[src/rx_serdes_pkg.sv]
/*
  Shared constants and carrier types for the receive serializer interrupt
  flags block and its byte FIFO.
  Assumes the register port carries 8-bit addresses and 8-bit data, as
  decoded from the serial control port outside this block.
*/
package rx_serdes_pkg;

  // ----------------------------------------------------------------------
  // Register offsets and reset values
  // ----------------------------------------------------------------------
  localparam logic [7:0] ADDR_SERDES_CTRL = 8'h06;
  localparam logic [7:0] ADDR_IRQ_ENABLE = 8'h07;
  localparam logic [7:0] ADDR_IRQ_STATUS = 8'h08;
  localparam logic [7:0] ADDR_RX_DATA_A = 8'h09;
  localparam logic [7:0] ADDR_RX_DATA_B = 8'h0b;
  localparam logic [7:0] RST_SERDES_CTRL = 8'h00;
  localparam logic [7:0] RST_IRQ_ENABLE = 8'h00;
  localparam logic [7:0] RST_IRQ_STATUS = 8'h00;
  localparam logic [7:0] RST_RX_DATA = 8'h00;
  localparam logic [7:0] UNMAPPED_READ = 8'h00;

  // ----------------------------------------------------------------------
  // Field layout
  // ----------------------------------------------------------------------
  localparam int unsigned NUM_CH = 2;
  localparam int unsigned CH_STRIDE = 4;
  localparam int unsigned STAT_FULL = 0;
  localparam int unsigned STAT_EOF = 1;
  localparam int unsigned STAT_FAULT = 2;
  localparam int unsigned STAT_VALID = 3;
  localparam int unsigned EN_UNDER = 3;
  localparam int unsigned EN_OVER = 2;
  localparam int unsigned EOF_LEN_MSB = 2;
  localparam int unsigned EOF_LEN_LSB = 0;
  localparam logic [7:0] IRQ_CAPABLE = 8'h77;
  localparam logic [7:0] STAT_READ_CLEAR = 8'h77;

  // ----------------------------------------------------------------------
  // Counts
  // ----------------------------------------------------------------------
  localparam int unsigned BYTE_BITS = 8;
  localparam logic [3:0] LAST_BIT = 4'h7;
  localparam logic [3:0] IDLE_MAX = 4'hf;
  localparam int unsigned RXA_FIFO_DEPTH = 32;

  // ----------------------------------------------------------------------
  // Carriers
  // ----------------------------------------------------------------------
  typedef struct packed {
    logic rd;
    logic wr;
    logic [7:0] addr;
    logic [7:0] wdata;
  } reg_req_t;

  typedef struct packed {
    logic tick;
    logic valid;
    logic data;
  } rx_bit_t;

  typedef struct packed {
    logic all_valid;
    logic [7:0] data;
  } rx_word_t;

endpackage

[src/rx_serdes_interrupt_flags.sv]
/*
  Receive serializer interrupt flags: bit assembly for two receive channels,
  end-of-frame detection, receive data registers, interrupt enable and
  status registers, and the interrupt request output.
  Assumes the serial control port is decoded outside into one-cycle read
  and write strobes with address and data, and that each receiver presents
  one bit-time tick with a correlation-valid flag and the bit value.
*/
`timescale 1ns/10ps
`default_nettype none
module rx_serdes_interrupt_flags import rx_serdes_pkg::*; #(
  parameter int unsigned FIFO_DEPTH = RXA_FIFO_DEPTH
) (
  input wire logic sys_clk,
  input wire logic rstn,
  input wire reg_req_t reg_req,
  output logic [7:0] reg_rdata,
  input wire rx_bit_t [NUM_CH-1:0] rx_bit,
  input wire logic rx_flow_hold,
  output logic rxa_fifo_ready,
  output logic irq
);

  generate
    if (FIFO_DEPTH < 2 || (FIFO_DEPTH & (FIFO_DEPTH - 1)) != 0) begin : g_bad
      $error("rx_serdes_interrupt_flags: FIFO_DEPTH must be a power of two");
    end
  endgenerate

  // ----------------------------------------------------------------------
  // State
  // ----------------------------------------------------------------------
  typedef struct packed {
    logic [7:0] shreg;
    logic [3:0] nbits;
    logic started;
    logic [3:0] idle;
  } assembler_t;

  typedef struct packed {
    assembler_t [NUM_CH-1:0] asmb;
    logic [NUM_CH-1:0][7:0] data;
    logic [NUM_CH-1:0] dfull;
    logic [7:0] stat;
    logic [7:0] en;
    logic [7:0] ctl;
    logic [7:0] rdata;
    // Which kind of fault is pending, per channel; the status bit merges them.
    logic [NUM_CH-1:0] under_pend;
    logic [NUM_CH-1:0] over_pend;
  } state_t;

  state_t st_ff;
  state_t nxt_st;

  logic [NUM_CH-1:0] byte_ev;
  logic [NUM_CH-1:0] eof_ev;
  rx_word_t [NUM_CH-1:0] word;
  logic [NUM_CH-1:0] ld;
  rx_word_t [NUM_CH-1:0] ld_word;
  logic [2:0] eof_len;
  logic fifo_out_valid;
  logic fifo_out_ready;
  rx_word_t fifo_out_data;
  logic stat_rd;
  logic [7:0] fault_mask;
  logic [7:0] valid_mask;
  logic [NUM_CH-1:0] flow_irq;

  assign eof_len = st_ff.ctl[EOF_LEN_MSB:EOF_LEN_LSB];
  assign stat_rd = reg_req.rd && (reg_req.addr == ADDR_IRQ_STATUS);

  // ----------------------------------------------------------------------
  // Channel A byte buffer
  // ----------------------------------------------------------------------
  // With the hold input low the buffer drains every cycle, so the data
  // register can be overwritten; with it high, bytes wait until the host
  // has emptied the register and the buffer absorbs the burst instead.
  assign fifo_out_ready = !rx_flow_hold || !st_ff.dfull[0];

  rx_byte_fifo #(
    .WIDTH($bits(rx_word_t)),
    .DEPTH(FIFO_DEPTH)
  ) u_rxa_fifo (
    .sys_clk(sys_clk),
    .rstn(rstn),
    .in_valid(byte_ev[0]),
    .in_ready(rxa_fifo_ready),
    .in_data(word[0]),
    .out_valid(fifo_out_valid),
    .out_ready(fifo_out_ready),
    .out_data(fifo_out_data)
  );

  assign ld[0] = fifo_out_valid && fifo_out_ready;
  assign ld_word[0] = fifo_out_data;
  assign ld[1] = byte_ev[1];
  assign ld_word[1] = word[1];

  // ----------------------------------------------------------------------
  // Next state
  // ----------------------------------------------------------------------
  always_comb begin
    logic [7:0] shifted;
    logic [3:0] idle_inc;
    logic [7:0] clr;
    logic [7:0] setb;
    int unsigned base;
    nxt_st = st_ff;
    byte_ev = '0;
    eof_ev = '0;
    word = '0;
    clr = 8'h00;
    setb = 8'h00;
    shifted = 8'h00;
    idle_inc = 4'h0;
    base = 0;

    // Bit assembly and end-of-frame detection.
    for (int c = 0; c < NUM_CH; c++) begin
      shifted = {st_ff.asmb[c].shreg[6:0], rx_bit[c].data};
      idle_inc = (st_ff.asmb[c].idle == IDLE_MAX) ? IDLE_MAX : st_ff.asmb[c].idle + 4'h1;
      if (rx_bit[c].tick) begin
        if (rx_bit[c].valid) begin
          nxt_st.asmb[c].shreg = shifted;
          nxt_st.asmb[c].started = 1'b1;
          nxt_st.asmb[c].idle = 4'h0;
          if (st_ff.asmb[c].nbits == LAST_BIT) begin
            byte_ev[c] = 1'b1;
            word[c].data = shifted;
            word[c].all_valid = 1'b1;
            nxt_st.asmb[c].nbits = 4'h0;
            // Start the next byte from zero so a short tail at end of frame
            // is flushed right-aligned instead of mixed with older bits.
            nxt_st.asmb[c].shreg = 8'h00;
          end else begin
            nxt_st.asmb[c].nbits = st_ff.asmb[c].nbits + 4'h1;
          end
        end else if (st_ff.asmb[c].started) begin
          nxt_st.asmb[c].idle = idle_inc;
          if (idle_inc > {1'b0, eof_len}) begin
            eof_ev[c] = 1'b1;
            // A partial byte is flushed at end of frame, marked not valid.
            byte_ev[c] = (st_ff.asmb[c].nbits != 4'h0);
            word[c].data = st_ff.asmb[c].shreg;
            word[c].all_valid = 1'b0;
            nxt_st.asmb[c] = '0;
          end
        end
      end
    end

    // Register writes.
    if (reg_req.wr) begin
      if (reg_req.addr == ADDR_SERDES_CTRL) begin
        nxt_st.ctl = reg_req.wdata;
      end
      if (reg_req.addr == ADDR_IRQ_ENABLE) begin
        nxt_st.en = reg_req.wdata;
      end
    end

    // Register reads and their side effects.
    if (reg_req.rd) begin
      unique case (reg_req.addr)
        ADDR_SERDES_CTRL: nxt_st.rdata = st_ff.ctl;
        ADDR_IRQ_ENABLE: nxt_st.rdata = st_ff.en;
        ADDR_IRQ_STATUS: begin
          nxt_st.rdata = st_ff.stat;
          clr = STAT_READ_CLEAR;
          nxt_st.under_pend = '0;
          nxt_st.over_pend = '0;
        end
        ADDR_RX_DATA_A, ADDR_RX_DATA_B: begin
          base = (reg_req.addr == ADDR_RX_DATA_A) ? 0 : 1;
          nxt_st.rdata = st_ff.data[base];
          if (st_ff.dfull[base]) begin
            nxt_st.dfull[base] = 1'b0;
          end else begin
            setb[base * CH_STRIDE + STAT_FAULT] = 1'b1;
            nxt_st.under_pend[base] = 1'b1;
          end
        end
        default: nxt_st.rdata = UNMAPPED_READ;
      endcase
    end

    // Loads into the data registers; a new byte on a full register counts
    // as an overwrite, and a byte lost at a full buffer does too.
    for (int c = 0; c < NUM_CH; c++) begin
      base = c * CH_STRIDE;
      if (eof_ev[c]) begin
        setb[base + STAT_EOF] = 1'b1;
      end
      if (ld[c]) begin
        if (nxt_st.dfull[c]) begin
          setb[base + STAT_FAULT] = 1'b1;
          nxt_st.over_pend[c] = 1'b1;
        end
        nxt_st.data[c] = ld_word[c].data;
        nxt_st.dfull[c] = 1'b1;
        setb[base + STAT_FULL] = 1'b1;
      end
    end
    if (byte_ev[0] && !rxa_fifo_ready) begin
      setb[STAT_FAULT] = 1'b1;
      nxt_st.over_pend[0] = 1'b1;
    end

    // Sets win over the read-clear so no event is lost.
    nxt_st.stat = (st_ff.stat & ~clr) | setb;
    for (int c = 0; c < NUM_CH; c++) begin
      if (ld[c]) begin
        nxt_st.stat[c * CH_STRIDE + STAT_VALID] = ld_word[c].all_valid;
      end
    end
  end

  always_ff @(posedge sys_clk or negedge rstn) begin
    if (!rstn) begin
      st_ff <= '0;
      st_ff.stat <= RST_IRQ_STATUS;
      st_ff.en <= RST_IRQ_ENABLE;
      st_ff.ctl <= RST_SERDES_CTRL;
      st_ff.data <= {NUM_CH{RST_RX_DATA}};
    end else begin
      st_ff <= nxt_st;
    end
  end

  // ----------------------------------------------------------------------
  // Outputs
  // ----------------------------------------------------------------------
  assign reg_rdata = st_ff.rdata;

  // The fault status bit merges empty reads and overwrites, yet each has its
  // own enable, so the request takes the faults from the hidden pending bits
  // and masks the fault bits out of the status term. The capable set keeps
  // the valid bits out of the request.
  always_comb begin
    fault_mask = 8'h00;
    valid_mask = 8'h00;
    flow_irq = '0;
    for (int c = 0; c < NUM_CH; c++) begin
      fault_mask[c * CH_STRIDE + STAT_FAULT] = 1'b1;
      valid_mask[c * CH_STRIDE + STAT_VALID] = 1'b1;
      flow_irq[c] = (st_ff.under_pend[c] && st_ff.en[c * CH_STRIDE + EN_UNDER])
        || (st_ff.over_pend[c] && st_ff.en[c * CH_STRIDE + EN_OVER]);
    end
  end
  assign irq = |(st_ff.stat & st_ff.en & IRQ_CAPABLE & ~fault_mask) || (|flow_irq);
endmodule
`default_nettype wire

[src/rx_byte_fifo.sv]
/*
  Synchronous FIFO for received bytes, valid and ready on both sides.
  Assumes one clock and an asynchronous active-low reset; DEPTH is a power
  of two so the wrap bit of each pointer tells full from empty.
*/
`timescale 1ns/10ps
`default_nettype none
module rx_byte_fifo import rx_serdes_pkg::*; #(
  parameter int unsigned WIDTH = $bits(rx_word_t),
  parameter int unsigned DEPTH = RXA_FIFO_DEPTH
) (
  input wire logic sys_clk,
  input wire logic rstn,
  input wire logic in_valid,
  output logic in_ready,
  input wire logic [WIDTH-1:0] in_data,
  output logic out_valid,
  input wire logic out_ready,
  output logic [WIDTH-1:0] out_data
);

  localparam int unsigned AW = $clog2(DEPTH);

  generate
    if (DEPTH < 2 || (DEPTH & (DEPTH - 1)) != 0 || WIDTH < 1) begin : g_bad
      $error("rx_byte_fifo: DEPTH must be a power of two of at least 2");
    end
  endgenerate

  typedef struct packed {
    logic [DEPTH-1:0][WIDTH-1:0] mem;
    logic [AW:0] wp;
    logic [AW:0] rp;
  } fifo_state_t;

  fifo_state_t st_ff;
  fifo_state_t nxt_st;
  logic full;
  logic empty;

  assign full = (st_ff.wp[AW] != st_ff.rp[AW]) && (st_ff.wp[AW-1:0] == st_ff.rp[AW-1:0]);
  assign empty = (st_ff.wp == st_ff.rp);
  assign in_ready = !full;
  assign out_valid = !empty;
  assign out_data = st_ff.mem[st_ff.rp[AW-1:0]];

  always_comb begin
    nxt_st = st_ff;
    if (in_valid && !full) begin
      nxt_st.mem[st_ff.wp[AW-1:0]] = in_data;
      nxt_st.wp = st_ff.wp + 1'b1;
    end
    if (out_ready && !empty) begin
      nxt_st.rp = st_ff.rp + 1'b1;
    end
  end

  always_ff @(posedge sys_clk or negedge rstn) begin
    if (!rstn) begin
      st_ff <= '0;
    end else begin
      st_ff <= nxt_st;
    end
  end

endmodule
`default_nettype wire

[config.mk]
export PLATFORM = sky130hd
export DESIGN_NAME = rx_serdes_interrupt_flags
export DESIGN_NICKNAME = d
export VERILOG_FILES = /design/src/rx_serdes_pkg.sv /design/src/rx_serdes_interrupt_flags.sv /design/src/rx_byte_fifo.sv
export SDC_FILE = /design/constraint.sdc
export NUM_CORES = 1
export LEC_CHECK = 0
export BUFFER_PORTS_ARGS = -buffer_cell sky130_fd_sc_hd__buf_4
export CELL_PAD_IN_SITES_DETAIL_PLACEMENT = 1
export CELL_PAD_IN_SITES_GLOBAL_PLACEMENT = 2
export CORE_ASPECT_RATIO = 0.7
export CORE_UTILIZATION = 48
export DETAILED_ROUTE_END_ITERATION = 6
export GPL_ROUTABILITY_DRIVEN = 0
export PLACE_DENSITY = 0.88
export SYNTH_ARGS = -nofsm -noshare
export SYNTH_HDL_FRONTEND = slang
export SYNTH_SLANG_ARGS = --single-unit
[constraint.sdc]
create_clock -name sys_clk -period 5.1 [get_ports sys_clk]
set_clock_uncertainty 0.05 [all_clocks]
set_input_delay 1.02 -clock sys_clk [delete_from_list [all_inputs] [get_ports sys_clk]]
set_output_delay 1.02 -clock sys_clk [all_outputs]
set_load 0.05 [all_outputs]
==> flow_metrics.env, run 1 <==
export IMPL_clk_pin_slew_ns=0.06
export IMPL_syn_inst=1551
export IMPL_drc=0
export IMPL_cp_slowest_cell="dfrtp_4"
export IMPL_worstPathArrival_ns=2.70
export IMPL_crit_fanout=39
export IMPL_status="complete, no violations"
export IMPL_synthesis_nets=1595
export IMPL_maxSlewHeadroom_pct=17.93
export IMPL_endpoint="rxa_fifo_ready"
export IMPL_cp_top_family="flip-flops"
export IMPL_synth_cell_types=65
export IMPL_die_h_um=168.5
export IMPL_cts_tree="built"
export IMPL_die_w_um=239.9
export IMPL_portBuffers=36
export IMPL_timing_critical_path_from="u_rxa_fifo.st_ff[1]$_DFFE_PN0P_"
export IMPL_crit_type="reg -> out"
export IMPL_dp_worst_setup_slack_ns=1.420
export IMPL_ios=37
export IMPL_cts_max_level=2
export IMPL_num_rows=60
export IMPL_diodes=0
export IMPL_avgSynthCellArea_sq_um=12.26
export IMPL_p_leak_uw=0.008895
export IMPL_path_buf_inv=1
export IMPL_post_dp_hpwl_um=35950
export IMPL_seq_area_frac_synth_pct=51.06
export IMPL_grt_pass1_vias=14250
export IMPL_synth_common_cells="dfrtp_1, mux2i_1, o22a_1"
export IMPL_final_hold_violation_count=0
export IMPL_cts_hold_buffers=0
export IMPL_tightest_slew_ns=1.231
export IMPL_async_reset_ff_share_pct=100.0
export IMPL_r2r_end="u_rxa_fifo.st_ff[244]$_DFFE_PN0P_"
export IMPL_fmax_mhz=265.1
export IMPL_yosysTopAreaCellShare_pct=51.06
export IMPL_cts_buffers=40
export IMPL_startpoint_type="flip-flop"
export IMPL_slowest_delay_ns=0.87
export IMPL_cts_setup_buffers=0
export IMPL_clock_latency_ns=0.54
export IMPL_slew_violations=0
export IMPL_clockRootBuffer="clkbuf_16"
export IMPL_hp_class="reg -> reg"
export IMPL_viasPerCell=6.472
export IMPL_drt_iter0_drc=1214
export IMPL_netlist_area_sq_um=19010
export IMPL_cp_end_kind="output pin"
export IMPL_ctsResizeCount=0
export IMPL_grt_total_usage_pct=28.24
export IMPL_grt_max_degree=115
export IMPL_core_area_sq_um=38740
export IMPL_final_antenna_net_count=0
export IMPL_period_share_pct=73.98
export IMPL_cp_depth=4
export IMPL_peakVddDrop_uv=213.4
export IMPL_synth_seq_cells=388
export IMPL_clock_path_buffers=3
export IMPL_drtPass1Iterations=5
export IMPL_synth_top_area_cell="dfrtp_1"
export IMPL_worst_r2r_setup_slack_ns=1.35
export IMPL_rsz0062_at_grt="no"
export IMPL_antenna_found_initial=1
export IMPL_ys_top_cells_by_area="dfrtp_1, mux2i_1, o22a_1, a2bb2oi_1, buf_6"
export IMPL_whs_ns=0.4378
export IMPL_vias=13350
export IMPL_clock_sinks=388
export IMPL_r2r_cells=10
export IMPL_crit_chain="xnor2_1, nand3_1, or3_4, buf_4"
export IMPL_crit_reg2reg_launch="st_ff[54]$_DFFE_PN0P_"
export IMPL_max_cap_violations=0
export IMPL_synth_most_common_cell="dfrtp_1"
export IMPL_dieArea_sq_um=40430
export IMPL_grt_ovfl_total=0
export IMPL_cp_data_required_time_ns=4.03
export IMPL_finalSetupViolations=0
export IMPL_drive_above_1_share_pct=14.98
export IMPL_synth_edf_count=0
export IMPL_layout_min_cycle_time_ns=3.773
export IMPL_initial_utilization_pct=49.09
export IMPL_p_per_area_nw_per_um2=526.9
export IMPL_post_route_util_pct=52.79
export IMPL_grt_pass1_wl_um=87440
export IMPL_worst_slack_ns=1.327
export IMPL_routedWlPerCell_um=27.03
export IMPL_syn2layout_area_growth_pct=7.547
export IMPL_drt_total_wl_um=55740
export IMPL_synth_ff_type="dfrtp_1"
export IMPL_fin_tns_setup_ns=0
export IMPL_nets=1549
export IMPL_ys_warn_count=0
metrics by stage:
stage                     instances  total power, uW  cell area [sq um]
final                          2062            10770              20450
after global routing           2062            11240              20450
after CTS                      2062            10780              20450
after detailed placement       1990             7799              19150
after global placement         1990             7650              19150
after floorplan                1551             6655              19010
power by group:
part / internal, uW / switching (uW)
combinational: 1360 / 2180
clock: 1700 / 1230
sequential: 3690 / 600
cells in the final DEF, fill, tap and decap left out, types with 27 or more instances in the layout:
master	synthesis	routed
a21oi_1	42	42
clkbuf_16	0	41
o21ai_0	47	47
nor2_1	43	42
a2bb2oi_1	123	123
mux2_2	27	27
a22o_1	47	47
buf_4	31	51
nand2_1	75	75
mux2i_1	147	147
a22oi_1	56	56
dfrtp_1	388	387
o22a_1	128	128
worst register-to-register path, cell delays in order, from the launching register on:
cell       delay (ns)
dfrtp_1          0.40
ha_1             0.29
nand2b_1         0.16
ha_1             0.30
nor2b_1          0.14
o21a_1           0.16
o21ai_1          0.37
a21bo_4          0.57
buf_4            0.51
o22ai_2          0.40
a2bb2oi_1        0.31
area by class of cell:
cell class | instances | area (sq um)
clock buffers | 65 | 1236
clock inverters | 7 | 60.06
fillers | 3972 | 18290
inverters | 16 | 60.06
multi-input cells | 1004 | 8263
flip-flops and latches | 388 | 9713
well taps | 527 | 659.4
repair buffers | 55 | 457.9
sequential cells by signal, indices dropped and copies added, names as in the netlist, named ones only:
signal and flops:
eof_len 3, st_ff 76, u_rxa_fifo.st_ff 300, reg_rdata 8
metal layers:
metal | part of all wire (%) | vias up | global-route usage, % | wire length (um)
met1 | 48 | 7072 | 43.02 | 26670
met4 | 2.0 | 0 | 6.785 | 1108
met3 | 6.3 | 82 | 5.479 | 3510
li1 | - | 5828 | - | -
met2 | 44 | 363 | 41.27 | 24460
met5 | 0 | - | 0 | 0
how the worst min path moves through the flow:
stage,startpoint,endpoint,slack (ns),cells past startpoint
4_1_cts,u_rxa_fifo.st_ff[55]$_DFFE_PN0P_,u_rxa_fifo.st_ff[55]$_DFFE_PN0P_,0.44,1
2_1_floorplan,st_ff[38]$_DFFE_PN0P_,st_ff[38]$_DFFE_PN0P_,0.39,2
3_3_place_gp,st_ff[1]$_DFF_PN0_,st_ff[1]$_DFF_PN0_,0.42,1
6_report,u_rxa_fifo.st_ff[55]$_DFFE_PN0P_,u_rxa_fifo.st_ff[55]$_DFFE_PN0P_,0.44,1
5_1_grt,u_rxa_fifo.st_ff[156]$_DFFE_PN0P_,u_rxa_fifo.st_ff[156]$_DFFE_PN0P_,0.45,1
3_5_place_dp,u_rxa_fifo.st_ff[169]$_DFFE_PN0P_,u_rxa_fifo.st_ff[169]$_DFFE_PN0P_,0.43,1
cell families after synthesis:
kind of cell    count (synthesis)  synth area share (%)
fa+ha+maj                      17                 1.119
compound gates                579                 26.10
mux                           174                 9.337
xor+xnor                       16                0.7370
flops                         388                 51.06
simple gates                  218                 6.014
buf+inv                       159                 5.633
(Power assumes the default switching activity.)
==> run 2: changes to the inputs <==
--- a/config.mk
+++ b/config.mk
@@ -9,10 +9,10 @@
 export CELL_PAD_IN_SITES_DETAIL_PLACEMENT = 1
 export CELL_PAD_IN_SITES_GLOBAL_PLACEMENT = 2
 export CORE_ASPECT_RATIO = 0.7
-export CORE_UTILIZATION = 48
+export CORE_UTILIZATION = 40
 export DETAILED_ROUTE_END_ITERATION = 6
 export GPL_ROUTABILITY_DRIVEN = 0
-export PLACE_DENSITY = 0.88
+export PLACE_DENSITY = 0.79
 export SYNTH_ARGS = -nofsm -noshare
 export SYNTH_HDL_FRONTEND = slang
 export SYNTH_SLANG_ARGS = --single-unit
==> constraint.sdc (replaced) <==
create_clock -name sys_clk -period 3.3 [get_ports sys_clk]
set_clock_uncertainty 0.05 [all_clocks]
set_input_delay 0.66 -clock sys_clk [delete_from_list [all_inputs] [get_ports sys_clk]]
set_output_delay 0.66 -clock sys_clk [all_outputs]
set_load 0.05 [all_outputs]
==> run 2 against run 1 <==
Against the previous run:
- first-iteration DRC count grew 0.66%
- wire length is 1.2% higher
- setup slack worse by 1.2 ns
- count of clock-buffer cells in the layout increased by 2
- sequential power grew 53%
- final cell count increased by 5.1%
- combinational power increased by 58%
- core utilization fell by 8.2 points
- final area grew 1.8%
- worst hold slack lost 0.37 ns
- non-clock buffer count rose by 17
- global-route usage fell by 4.6 points
- critical endpoint unchanged
- highest routed layer unchanged
==> flow_metrics.env, run 2 (synthesis results as in run 1) <==
export IMPL_post_dp_hpwl_um=37400
export IMPL_ios=37
export IMPL_drive_above_1_share_pct=16.08
export IMPL_routedWlPerCell_um=26.03
export IMPL_clk_pin_slew_ns=0.07
export IMPL_drtPass1Iterations=5
export IMPL_syn2layout_area_growth_pct=9.522
export IMPL_combPwrFrac_pct=33.1
export IMPL_drc=0
export IMPL_grt_max_degree=85
export IMPL_cp_end_kind="output pin"
export IMPL_switching_share_pct=36.84
export IMPL_slew_violations=0
export IMPL_dieArea_sq_um=48430
export IMPL_regMostFlops="u_rxa_fifo.st_ff"
export IMPL_grt_ovfl_total=0
export IMPL_period_share_pct=95.66
export IMPL_crit_type="reg -> out"
export IMPL_rsz0062_at_grt="no"
export IMPL_final_hold_violation_count=0
export IMPL_portBuffers=36
export IMPL_tightest_slew_ns=1.132
export IMPL_nets=1569
export IMPL_clockRootBuffer="clkbuf_16"
export IMPL_r2r_cells=11
export IMPL_final_antenna_net_count=0
export IMPL_layout_common_cells="dfrtp_1, mux2i_1, o22a_1"
export IMPL_antenna_found_initial=0
export IMPL_power_net_switching_uw=6226
export IMPL_clock_latency_ns=0.56
export IMPL_maxSlewHeadroom_pct=24.51
export IMPL_drt_total_wl_um=56400
export IMPL_worstPathArrival_ns=2.45
export IMPL_p_seq_share_pct=38.8
export IMPL_crit_fanout=20
export IMPL_max_cap_violations=0
export IMPL_fmax_mhz=316.8
export IMPL_die_w_um=262.6
export IMPL_die_h_um=184.4
export IMPL_p_leak_uw=0.009029
export IMPL_cts_max_level=2
export IMPL_diodes=0
export IMPL_cts_buffers=42
export IMPL_n_fill_cell=4853
export IMPL_cts_setup_buffers=0
export IMPL_grt_total_usage_pct=23.68
export IMPL_p_per_area_nw_per_um2=811.5
export IMPL_largest_reg_flops=300
export IMPL_r2r_end="u_rxa_fifo.st_ff[13]$_DFFE_PN0P_"
export IMPL_grt_pass1_wl_um=88490
export IMPL_core_area_sq_um=46660
export IMPL_initial_utilization_pct=40.75
export IMPL_hp_class="in -> async"
export IMPL_grt_pass1_vias=13870
export IMPL_cts_tree="built"
export IMPL_vias=13330
export IMPL_finalSetupViolations=0
export IMPL_cp_data_required_time_ns=2.59
export IMPL_design_area_sq_um=20830
export IMPL_num_rows=66
export IMPL_startpoint_type="flip-flop"
export IMPL_clockPowerShare_pct=28.1
export IMPL_clock_path_buffers=3
export IMPL_crit_reg2reg_launch="st_ff[54]$_DFFE_PN0P_"
export IMPL_fin_tns_setup_ns=0
export IMPL_final_common_cell="dfrtp_1"
export IMPL_worst_r2r_setup_slack_ns=0.19
export IMPL_p_int_uw=10670
export IMPL_clock_sinks=388
export IMPL_dpl_cell_area_sq_um=19450
export IMPL_drt_iter0_drc=1222
export IMPL_layout_min_cycle_time_ns=3.157
export IMPL_status="complete, no violations"
export IMPL_viasPerCell=6.150
export IMPL_peakVddDrop_uv=431.7
## run 2: cell types whose count changed in the layout (fill, tap and decap cells not counted), sizes merged
| cell | delta |
|---|---|
| or3 | +1 |
| clkbuf | +2 |
| buf | +17 |
| clkinv | -2 |
| clkinvlp | +2 |
## run 2: worst max path at each step
stage	start	endpoint	slack, ns	cells after the start
floorplan	st_ff[71]$_DFFE_PN0P_	st_ff[32]$_DFF_PN0_	0.63	11
global placement	st_ff[71]$_DFFE_PN0P_	st_ff[34]$_DFF_PN0_	0.17	10
detailed placement	st_ff[71]$_DFFE_PN0P_	st_ff[34]$_DFF_PN0_	-0.005	10
CTS	u_rxa_fifo.st_ff[1]$_DFFE_PN0P_	rxa_fifo_ready	0.07	4
global route	st_ff[54]$_DFFE_PN0P_	u_rxa_fifo.st_ff[25]$_DFFE_PN0P_	0.0006	11
finish	u_rxa_fifo.st_ff[1]$_DFFE_PN0P_	rxa_fifo_ready	0.14	4
## run 2: cell type report
| class | count | area, sq um | share of cell area, % |
|---|---|---|---|
| inverter | 16 | 60.06 | 0.2884 |
| tap | 612 | 765.7 | 3.677 |
| clock buffer | 67 | 1299 | 6.236 |
| multi-input combinational | 1005 | 8274 | 39.73 |
| sequential | 388 | 9713 | 46.64 |
| clock inverter | 7 | 65.06 | 0.3124 |
| timing repair buffer | 72 | 648.1 | 3.112 |
## run 2: power by group through the flow
stage          sequential [uW]  clock, uW  combinational [uW]
5_1_grt                   6670       5020                6010
3_3_place_gp              6570          0                5430
4_1_cts                   6540       4840                5570
6_report                  6560       4740                5600
2_1_floorplan             6180          0                4100
3_5_place_dp              6610          0                5550
## run 2: timing repair
item                       4_1_cts  5_1_grt
gates cloned                     0        1
setup endpoints to repair        2        3
hold buffers                     0        0
pin swaps                        0        1
resized for setup                1        1
## run 2: critical path, stage by stage (launching register included)
cell and delay [ns]:
dfrtp_4 0.64, xnor2_1 0.23, nand3_1 0.20, or3_4 0.57
buf_4 0.25
## run 2: metrics by stage
step	total power, uW	util [%]	hold slack (ns)	std cells	worst slack (ns)
detailed placement	12160	41.69	0.4196	2092	-0.004759
floorplan	10280	-	0.3144	1551	0.6280
CTS	16950	44.61	0.08983	2166	0.06938
finish	16900	44.63	0.07227	2167	0.1433
global placement	11990	41.69	0.4122	2092	0.1716
global route	17700	44.63	0.09956	2167	0.0006333
## run 2: routing by layer
layer  global-route usage (%)  routed length [um]
met2                    33.04               23740
met5                        0                   0
met4                    4.988                 957
met1                    36.86               28210
met3                    5.210                3492
